**src/hw/cmd_decoder_pkg.sv**
```systemverilog
// Purpose: Constants for the serial register command decoder
// Assumes: Eight-bit command byte, MSB first on the serial link
// Notes:   Target codes are the six low command bits
package cmd_decoder_pkg;

  localparam int unsigned CMD_W           = 8;
  localparam int unsigned GATE_BIT        = 7;
  localparam int unsigned DIR_BIT         = 6;
  localparam int unsigned CODE_W          = 6;
  localparam logic [7:0]  CMD_WORD_OFFSET = 8'h00;
  localparam logic [7:0]  CMD_WORD_RESET  = 8'h00;

  // Target codes
  localparam logic [5:0] CODE_STATUS   = 6'h00;
  localparam logic [5:0] CODE_ADC_MODE = 6'h01;
  localparam logic [5:0] CODE_IF_MODE  = 6'h02;
  localparam logic [5:0] CODE_REG_CHK  = 6'h03;
  localparam logic [5:0] CODE_DATA     = 6'h04;
  localparam logic [5:0] CODE_GPIO     = 6'h06;
  localparam logic [5:0] CODE_ID       = 6'h07;
  localparam logic [3:0] GRP_CHANNEL   = 4'h4;
  localparam logic [3:0] GRP_SETUP     = 4'h8;
  localparam logic [3:0] GRP_FILTER    = 4'ha;
  localparam logic [3:0] GRP_OFFSET    = 4'hc;
  localparam logic [3:0] GRP_GAIN      = 4'he;

  // Transfer lengths in bits, per target
  localparam logic [4:0] LEN_8  = 5'h08;
  localparam logic [4:0] LEN_16 = 5'h10;
  localparam logic [4:0] LEN_24 = 5'h18;

endpackage

```
**src/hw/cmd_decoder.sv**
```systemverilog
// Purpose: Command byte decoder at the front of the serial register port
// Assumes: Link clock, select and data in arrive from pins; host shifts MSB first
//          Host holds select low across a command and its data
// Notes:   Data bits of the following transfer are passed out with a target select
//          A deselect at any point drops back to the command phase
//          Every pin reaches the logic through two flops, so an output
//          follows its pin edge by three system clock edges
//          The link clock must stay high and low for more than one
//          system clock period each, or rises are missed
//
// Behaviour
// - First byte of every transaction is command
// - Command selects next transfer target and direction
// - Start transaction only when gate bit zero
// - Direction bit: zero write, one read
// - Low six bits decode the target register
// - Codes 100000-100011 select setup registers 0-3
// - Codes 101000-101011 select filter registers 0-3
// - Command word write-only at code zero, reset zero
`timescale 1ns/10ps
`default_nettype none

module cmd_decoder
  import cmd_decoder_pkg::*;
(
  // Clock and reset
  input  wire logic        sys_clk,
  input  wire logic        rst,
  // Serial link pins
  input  wire logic        link_sclk,
  input  wire logic        link_cs_n,
  input  wire logic        link_din,
  // Decoded transfer towards the register bank
  output logic             xfer_active,
  output logic             xfer_read,
  output logic [5:0]       target_register_code,
  output logic [4:0]       xfer_len,
  output logic             data_bit_valid,
  output logic             data_bit,
  output logic             xfer_done,
  output logic             cmd_rejected,
  output logic [7:0]       command_word
);

  // Waiting for a command, passing data bits, or ignoring a refused frame
  typedef enum {ST_CMD, ST_XFER, ST_SKIP} state_e;

  // Pin synchronisers, two flops each; bit 2 link clock, bit 1 select, bit 0 data
  // Preset to the idle pin levels so that release of reset shows no false
  // link clock rise and no false select
  logic [2:0] meta_q;
  logic [2:0] sync_q;
  logic       sclk_prev_q;
  always_ff @(posedge sys_clk or posedge rst) begin
    if (rst) begin
      meta_q      <= 3'h7;
      sync_q      <= 3'h7;
      sclk_prev_q <= 1'b1;
    end else begin
      meta_q      <= {link_sclk, link_cs_n, link_din};
      sync_q      <= meta_q;
      sclk_prev_q <= sync_q[2];
    end
  end

  // Link clock rise and settled select and data; only the second flop is read
  logic sclk_rise;
  logic cs_n_s;
  logic din_s;
  assign sclk_rise = sync_q[2] & ~sclk_prev_q;
  assign cs_n_s    = sync_q[1];
  assign din_s     = sync_q[0];

  // Target decode and transfer length; zero length marks an unlisted code
  // Codes in the gaps of the map give zero, so a stray command is refused
  // rather than routed to a neighbouring register
  function automatic logic [4:0] code_len(input logic [5:0] c);
    logic [4:0] l;
    l = 5'h00;
    unique case (c)
      CODE_STATUS:   l = LEN_8;
      CODE_ADC_MODE: l = LEN_16;
      CODE_IF_MODE:  l = LEN_16;
      CODE_REG_CHK:  l = LEN_24;
      CODE_DATA:     l = LEN_24;
      CODE_GPIO:     l = LEN_16;
      CODE_ID:       l = LEN_16;
      default: begin
        if (c[5:2] == GRP_CHANNEL) l = LEN_16;
        else if (c[5:2] == GRP_SETUP) l = LEN_16;
        else if (c[5:2] == GRP_FILTER) l = LEN_16;
        else if (c[5:2] == GRP_OFFSET) l = LEN_24;
        else if (c[5:2] == GRP_GAIN) l = LEN_24;
      end
    endcase
    return l;
  endfunction

  // Decoder state
  // bit_cnt counts command bits, left counts data bits still to come;
  // cmd holds the last accepted command and stands through its transfer
  state_e     state_q;
  state_e     state_d;
  logic [2:0] bit_cnt_q;
  logic [2:0] bit_cnt_d;
  logic [7:0] shift_q;
  logic [7:0] shift_d;
  logic [4:0] left_q;
  logic [4:0] left_d;
  logic [7:0] cmd_q;
  logic [7:0] cmd_d;
  logic       active_q;
  logic       active_d;
  logic       dvalid_q;
  logic       dvalid_d;
  logic       dbit_q;
  logic       dbit_d;
  logic       done_q;
  logic       done_d;
  logic       rej_q;
  logic       rej_d;
  // Combinational helpers
  logic [7:0] next_byte;
  logic [4:0] len;

  // Next state: one step per synchronised link clock rise while selected
  // Pulses default low so each stands for exactly one system clock
  always_comb begin
    state_d   = state_q;
    bit_cnt_d = bit_cnt_q;
    shift_d   = shift_q;
    left_d    = left_q;
    cmd_d     = cmd_q;
    active_d  = active_q;
    dvalid_d  = 1'b0;
    dbit_d    = dbit_q;
    done_d    = 1'b0;
    rej_d     = 1'b0;
    next_byte = {shift_q[6:0], din_s};
    len       = code_len(next_byte[5:0]);
    if (cs_n_s) begin
      // Deselect aborts any transfer and rearms the command phase
      // Shift contents are left; eight fresh bits overwrite them
      state_d   = ST_CMD;
      bit_cnt_d = 3'h0;
      active_d  = 1'b0;
    end else if (sclk_rise) begin
      unique case (state_q)
        ST_CMD: begin
          // Eighth bit completes the byte; gate and code decide its fate
          shift_d   = next_byte;
          bit_cnt_d = bit_cnt_q + 3'h1;
          if (bit_cnt_q == 3'h7) begin
            if (next_byte[GATE_BIT] || (len == 5'h00)) begin
              rej_d   = 1'b1;
              state_d = ST_SKIP;
            end else begin
              cmd_d    = next_byte;
              left_d   = len;
              active_d = 1'b1;
              state_d  = ST_XFER;
            end
          end
        end
        ST_XFER: begin
          // Each rise hands one data bit to the register bank
          dvalid_d = 1'b1;
          dbit_d   = din_s;
          left_d   = left_q - 5'h01;
          // Last data bit closes the transfer; the next bit is a command
          if (left_q == 5'h01) begin
            done_d    = 1'b1;
            active_d  = 1'b0;
            bit_cnt_d = 3'h0;
            state_d   = ST_CMD;
          end
        end
        ST_SKIP: begin
          // Clocks after a refused command are ignored until deselect
          state_d = ST_SKIP;
        end
      endcase
    end
  end

  // Decoder registers
  // Reset clears the command word, so direction reads write and code reads zero
  always_ff @(posedge sys_clk or posedge rst) begin
    if (rst) begin
      state_q   <= ST_CMD;
      bit_cnt_q <= 3'h0;
      shift_q   <= 8'h00;
      left_q    <= 5'h00;
      cmd_q     <= CMD_WORD_RESET;
      active_q  <= 1'b0;
      dvalid_q  <= 1'b0;
      dbit_q    <= 1'b0;
      done_q    <= 1'b0;
      rej_q     <= 1'b0;
    end else begin
      state_q   <= state_d;
      bit_cnt_q <= bit_cnt_d;
      shift_q   <= shift_d;
      left_q    <= left_d;
      cmd_q     <= cmd_d;
      active_q  <= active_d;
      dvalid_q  <= dvalid_d;
      dbit_q    <= dbit_d;
      done_q    <= done_d;
      rej_q     <= rej_d;
    end
  end

  // Outputs straight from flops
  // Direction and code come from the held command, so they stand until replaced
  assign xfer_active          = active_q;
  assign xfer_read            = cmd_q[DIR_BIT];
  assign target_register_code = cmd_q[CODE_W-1:0];
  assign xfer_len             = left_q;
  assign data_bit_valid       = dvalid_q;
  assign data_bit             = dbit_q;
  assign xfer_done            = done_q;
  assign cmd_rejected         = rej_q;
  assign command_word         = cmd_q;

endmodule

`default_nettype wire

```
**config.mk**
```make
export PLATFORM = sky130hd
export DESIGN_NAME = cmd_decoder
export DESIGN_NICKNAME = d
export VERILOG_FILES = /design/src/hw/cmd_decoder_pkg.sv /design/src/hw/cmd_decoder.sv
export SDC_FILE = /design/constraint.sdc
export NUM_CORES = 1
export LEC_CHECK = 0
export ABC_AREA = 1
export BUFFER_PORTS_ARGS = -buffer_cell sky130_fd_sc_hd__buf_2
export CAP_MARGIN = 30
export CORE_ASPECT_RATIO = 2
export CORE_MARGIN = 5
export CORE_UTILIZATION = 55
export CTS_CLUSTER_DIAMETER = 100
export DETAILED_ROUTE_END_ITERATION = 12
export HOLD_SLACK_MARGIN = 0.12
export PLACE_DENSITY = 0.79
export SKIP_CTS_REPAIR_TIMING = 1
export SYNTH_ARGS = -nofsm -noshare
export SYNTH_HDL_FRONTEND = slang
export SYNTH_SLANG_ARGS = --single-unit
export TNS_END_PERCENT = 5
```
**constraint.sdc**
```tcl
create_clock -name sys_clk -period 2.7 [get_ports sys_clk]
set_clock_uncertainty 0.2 [all_clocks]
set_input_delay 0.27 -clock sys_clk [delete_from_list [all_inputs] [get_ports sys_clk]]
set_output_delay 0.27 -clock sys_clk [all_outputs]
set_load 0.05 [all_outputs]
```
# Word level (Yosys, flattened, before mapping)
# Index checks and enable logic that the tools add are counted.
[totals]
input_bits = 5
reg_bits = 67
[op_classes]
reduce_logical = 16
bitwise_logic = 4
n_eq_ne = 20
add_sub_neg = 2
n_mux = 37
[ops]
columns = ["operator", "count"]
rows = [
  ["$mux W32", 4],
  ["$pmux W32 S3", 1],
  ["$mux W5", 7],
  ["$eq A32 B1 Y1 const B", 1],
  ["$eq A32 B2 Y1 const B", 1],
  ["$logic_not A32 Y1", 1],
  ["$eq A6 B3 Y1 const B", 3],
  ["$mux W1", 17],
  ["$eq A4 B4 Y1 const B", 4],
  ["$pmux W5 S3", 1],
  ["$reduce_and A5 Y1", 3],
  ["$eq A6 B2 Y1 const B", 2],
  ["$reduce_and A3 Y1", 4],
  ["$pmux W5 S2", 1],
  ["$mux W3", 3],
  ["$ne A3 B3 Y1 const B", 3],
  ["$eq A6 B1 Y1 const B", 1],
  ["$logic_not A6 Y1", 1],
  ["$pmux W3 S2", 1],
  ["$eq A5 B1 Y1 const B", 1],
  ["$logic_not A5 Y1", 1],
  ["$sub A5 B1 Y5 const B", 1],
  ["$eq A4 B3 Y1 const B", 1],
  ["$ne A2 B2 Y1 const B", 2],
  ["other kinds (11)", 14],
]

# Depth between registers and ports, before layout
[logic_depth]
word_depth = 14
depth_mapped = 13
mapped_depth_nobuf = 12

# Worst setup path before layout
# OpenSTA, ideal clock, no wires.
[synth_timing]
path_kind = "flip-flop to flip-flop"
from = "reg left_q[1], in the netlist xfer_len[1]"
to = "reg active_q, in the netlist xfer_active"
arrival_ns = 1.528
period_less_slack_ns = 1.794
t_required_ns = 2.434
slack_ns = 0.906
stages_incl_launch_ff = 12
setup_time_ns = 0.066
path_buffers = 0
cell_sequence = "dfrtp_1 > inv_1 > ha_1 > nand3_1 > nand2_1 > nand2_1 > nor2_1 > nor2_1 > inv_1 > nand3_1 > nand2_1 > nand2_1"
[synth_between]
elab_chain_cells = 3
[synth_rtl]
columns = ["item", "line_no", "source"]
rows = [
  ["start, declared", "cmd_decoder.sv:108", "logic [4:0] left_q;"],
  ["start signal, assigned", "cmd_decoder.sv:204", "left_q <= left_d;"],
  ["$eq A5 B1 Y1", "cmd_decoder.sv:171", "if (left_q == 5'h01) begin"],
  ["$ne A3 B3 Y1 (no source line)", "--", ""],
  ["$reduce_and A5 Y1 (no source line)", "--", ""],
  ["end signal, assigned", "cmd_decoder.sv:206", "active_q <= active_d;"],
  ["end, declared", "cmd_decoder.sv:112", "logic active_q;"],
]
# No other way between the ends.
# A chain may end at the register's enable or synchronous reset.

# Worst setup path after layout
[layout_timing]
from = "reg state_q[0]"
to = "reg cmd_q[3], in the netlist command_word[3]"
[layout_between]
elab_chain_cells = 2
[layout_rtl]
columns = ["item", "line_no", "source"]
rows = [
  ["start, declared", "cmd_decoder.sv:102", "state_e state_q;"],
  ["start signal, assigned", "cmd_decoder.sv:201", "state_q <= state_d;"],
  ["$logic_not A32 Y1", "cmd_decoder.sv:148", "unique case (state_q)"],
  ["$reduce_and A5 Y1 (no source line)", "--", ""],
  ["end signal, assigned", "cmd_decoder.sv:205", "cmd_q <= cmd_d;"],
  ["end, declared", "cmd_decoder.sv:110", "logic [7:0] cmd_q;"],
]
# No other way between the ends.

==> key figures <==
Die
  • Die Area: 4600 um2
  • Core Box Area: 3190 um2
  • # IOs: 30
  • Die width: 50.5 um
  • # rows: 29
  • Die height: 91.1 um
  • Initial Util: 0.566

Critical path
  • Required @ worst endpoint: 2.67 ns
  • Crit. Startpoint: state_q[0]
  • Critical Path Max Stage Delay: 0.39 ns
  • Slowest cell on the critical path: dfrtp_1
  • Reg2Reg Depth: 8
  • Critical R2R Launch: state_q[0]
  • Crit start category: flop
  • WP data arrival: 1.87 ns
  • Critical-path maximum fanout: 16
  • Worst setup path category: reg2reg
  • R2R Path End: command_word[3]
  • Reg2reg setup slack: 0.80 ns
  • Crit. End Element: flop
  • Worst path cell trace: inv_1 -> ha_1 -> nand3_1 -> buf_4 -> nor2_1 -> nand2_4 -> nand2_1 -> o21ai_2

Synth
  • Sequential-to-total area share from yosys stat: 0.517
  • Flops & latches, synth: 37
  • Synth Area in Compound Gates: 0.0969
  • Distinct cell type count after synthesis: 28
  • Area leader, netlist: dfrtp_1
  • Synth Area in XOR/XNOR: 0.00969
  • Synth Net Count: 212
  • Top post-synthesis cells by area: dfrtp_1, dfstp_2, nand2_1
  • Synth Area in Adders: 0.0484
  • Post-Syn Area: 1810 um2
  • Post-synthesis area per instance: 9.04 um2
  • Post-Synthesis Cells: 200
  • Combinational family with the most area after synthesis: simple AND/OR/NAND/NOR gates
  • Portion of netlist area occupied by mux cells: 0.00554
  • Post-Synth Simple-Gate Area: 0.217
  • Share of the synthesized area in the top cell type: 0.415
  • Synth warn: 0

Placement
  • Port bufs: 29
  • Post-DP Area: 1940 um2
  • Final GP Congestion: 0.778
  • DP Worst Slack: 0.804 ns
  • Detail Placement HPWL: 2.62 mm
  • Placed Cells: 253

Clocking
  • CTS tree: done
  • Reg clk slew, reported paths: 0.07 ns
  • Longest Clk Path Bufs: 2
  • Root Driver: clkbuf_8
  • Clock latency on the worst-skew pair: 0.29 ns
  • CTS Buf Count: 5
  • CTS H-tree lvls: 2
  • CTS Sinks: 37

Final layout
  • Ratio of cells with drive above 1 in the final layout: 0.291
  • Fin nets: 245
  • Design area: 2070 um2
  • Area grow syn2layout: 14.5%
  • Fin util: 0.648
  • N_diodes: 0
  • Commonest cells after routing, fill and taps aside: nand2_1, dfrtp_1, inv_1, buf_2, nor2_1
  • Non-filler cells, final: 265
  • Commonest non-fill, non-tap cell in the layout: nand2_1

Hold path
  • Worst Hold Launch: meta_q[0]
  • Hold WC Path Type: reg2reg
  • Hold Path End: sync_q[0]
  • Hold Path Stages: 0

Timing
  • Worst Tran Pin Value: 0.454 ns
  • Final slew viol count: 0
  • Hold violation total from the final report: 0
  • RSZ-0062 raised after global routing: false
  • Max_slew headroom: 0.697
  • Tcrit/Tclk final: 0.702
  • Final setup fails: 0
  • Top achievable clock speed: 527 MHz
  • Setup ws final: 0.803 ns
  • Final min period: 1.90 ns
  • Setup TNS: 0 ns
  • Hold slack: 0.148 ns

Pwr
  • Pwr per Cell Area: 597 nW/um2
  • Tot Pwr: 1.23 mW
  • VDD IR max: 0.521 mV
  • Pleak: 1.08 nW

Global route
  • Grt ovf: 0
  • GR peak layer: met2
  • Largest net degree at the start of global routing: 38
  • M2 GR Usage: 0.290
  • Met1 usage: 0.176
  • Vias in the first global route: 1411
  • All-Layer GR Usage: 0.167
  • Global-route wire length before repair: 6.06 mm
  • Routing usage on met3: 0.0377
  • Initial antenna violation count: 0

Detailed routing
  • Routed WL: 3.42 mm
  • 1st-pass router iterations: 4
  • Via density: 5.18
  • Antenna Nets Post-Route: 0
  • Wirelength per Cell: 12.9 um
  • Iter 0 DRT Violations: 36
  • Vias: 1374
  • Residual DRC: 0

Status
  • Status: completed

Flow run
  • Max Cap Viol: 0
## flip-flops by register name (all words and copies together), names as in the netlist
register / flops
bit_cnt_q: 3
cmd_rejected: 1
command_word: 8
data_bit: 1
data_bit_valid: 1
meta_q: 3
sclk_prev_q: 1
shift_q: 7
state_q: 2
sync_q: 3
xfer_active: 1
xfer_done: 1
xfer_len: 5
## critical path, delay by kind of cell (launching register included)
| kind | cells | cell delay [ns] |
|---|---|---|
| fa+ha+maj | 1 | 0.28 |
| flops | 1 | 0.39 |
| simple gates | 4 | 0.57 |
| buf+inv | 2 | 0.29 |
| compound gates | 1 | 0.05 |
## worst max path at each step
stage	slack, ns	cells after the start	endpoint
floorplan	0.91	11	xfer_active
global placement	0.87	8	command_word[0]
detailed placement	0.80	8	command_word[6]
CTS	0.78	8	command_word[3]
global route	0.65	8	command_word[3]
finish	0.80	8	command_word[3]
## synth_stat cells (all sizes together)
cell,count
a21oi,1
buf,8
clkbuf,1
dfrtp,30
dfstp,7
ha,7
inv,32
mux2i,1
nand2,42
nand3,13
nand4,2
nor2,23
nor3,2
o21ai,25
o22ai,3
or2,1
xnor2,1
xor2,1
## report_power, final
group,internal (mW),switching [mW],total [mW]
clock network,0.208,0.186,0.394
registers,0.588,0.0255,0.614
logic,0.0747,0.152,0.227
## cell type report
class / count / area [um2]
Inverter: 32 / 123
Fill cell: 301 / 1120
Tap cell: 31 / 38.8
Timing Repair Buffer: 35 / 200
Multi-Input combinational cell: 122 / 683
Sequential cell: 37 / 935
Clock buffer: 8 / 90.1
## per-layer routing
layer  share of wire  up-vias
met5               0        -
met2            0.56       35
met4           0.027        0
li1                -      686
met1            0.37      646
met3           0.046        7
## logic make-up after synthesis
group	count (synthesis)
buffers and inverters	41
AO/OA/AOI/OAI	29
adder cells (fa/ha/maj)	7
multiplexers	1
AND/OR/NAND/NOR	83
flip-flops	37
XOR/XNOR	2
(Power assumes the default switching activity.)
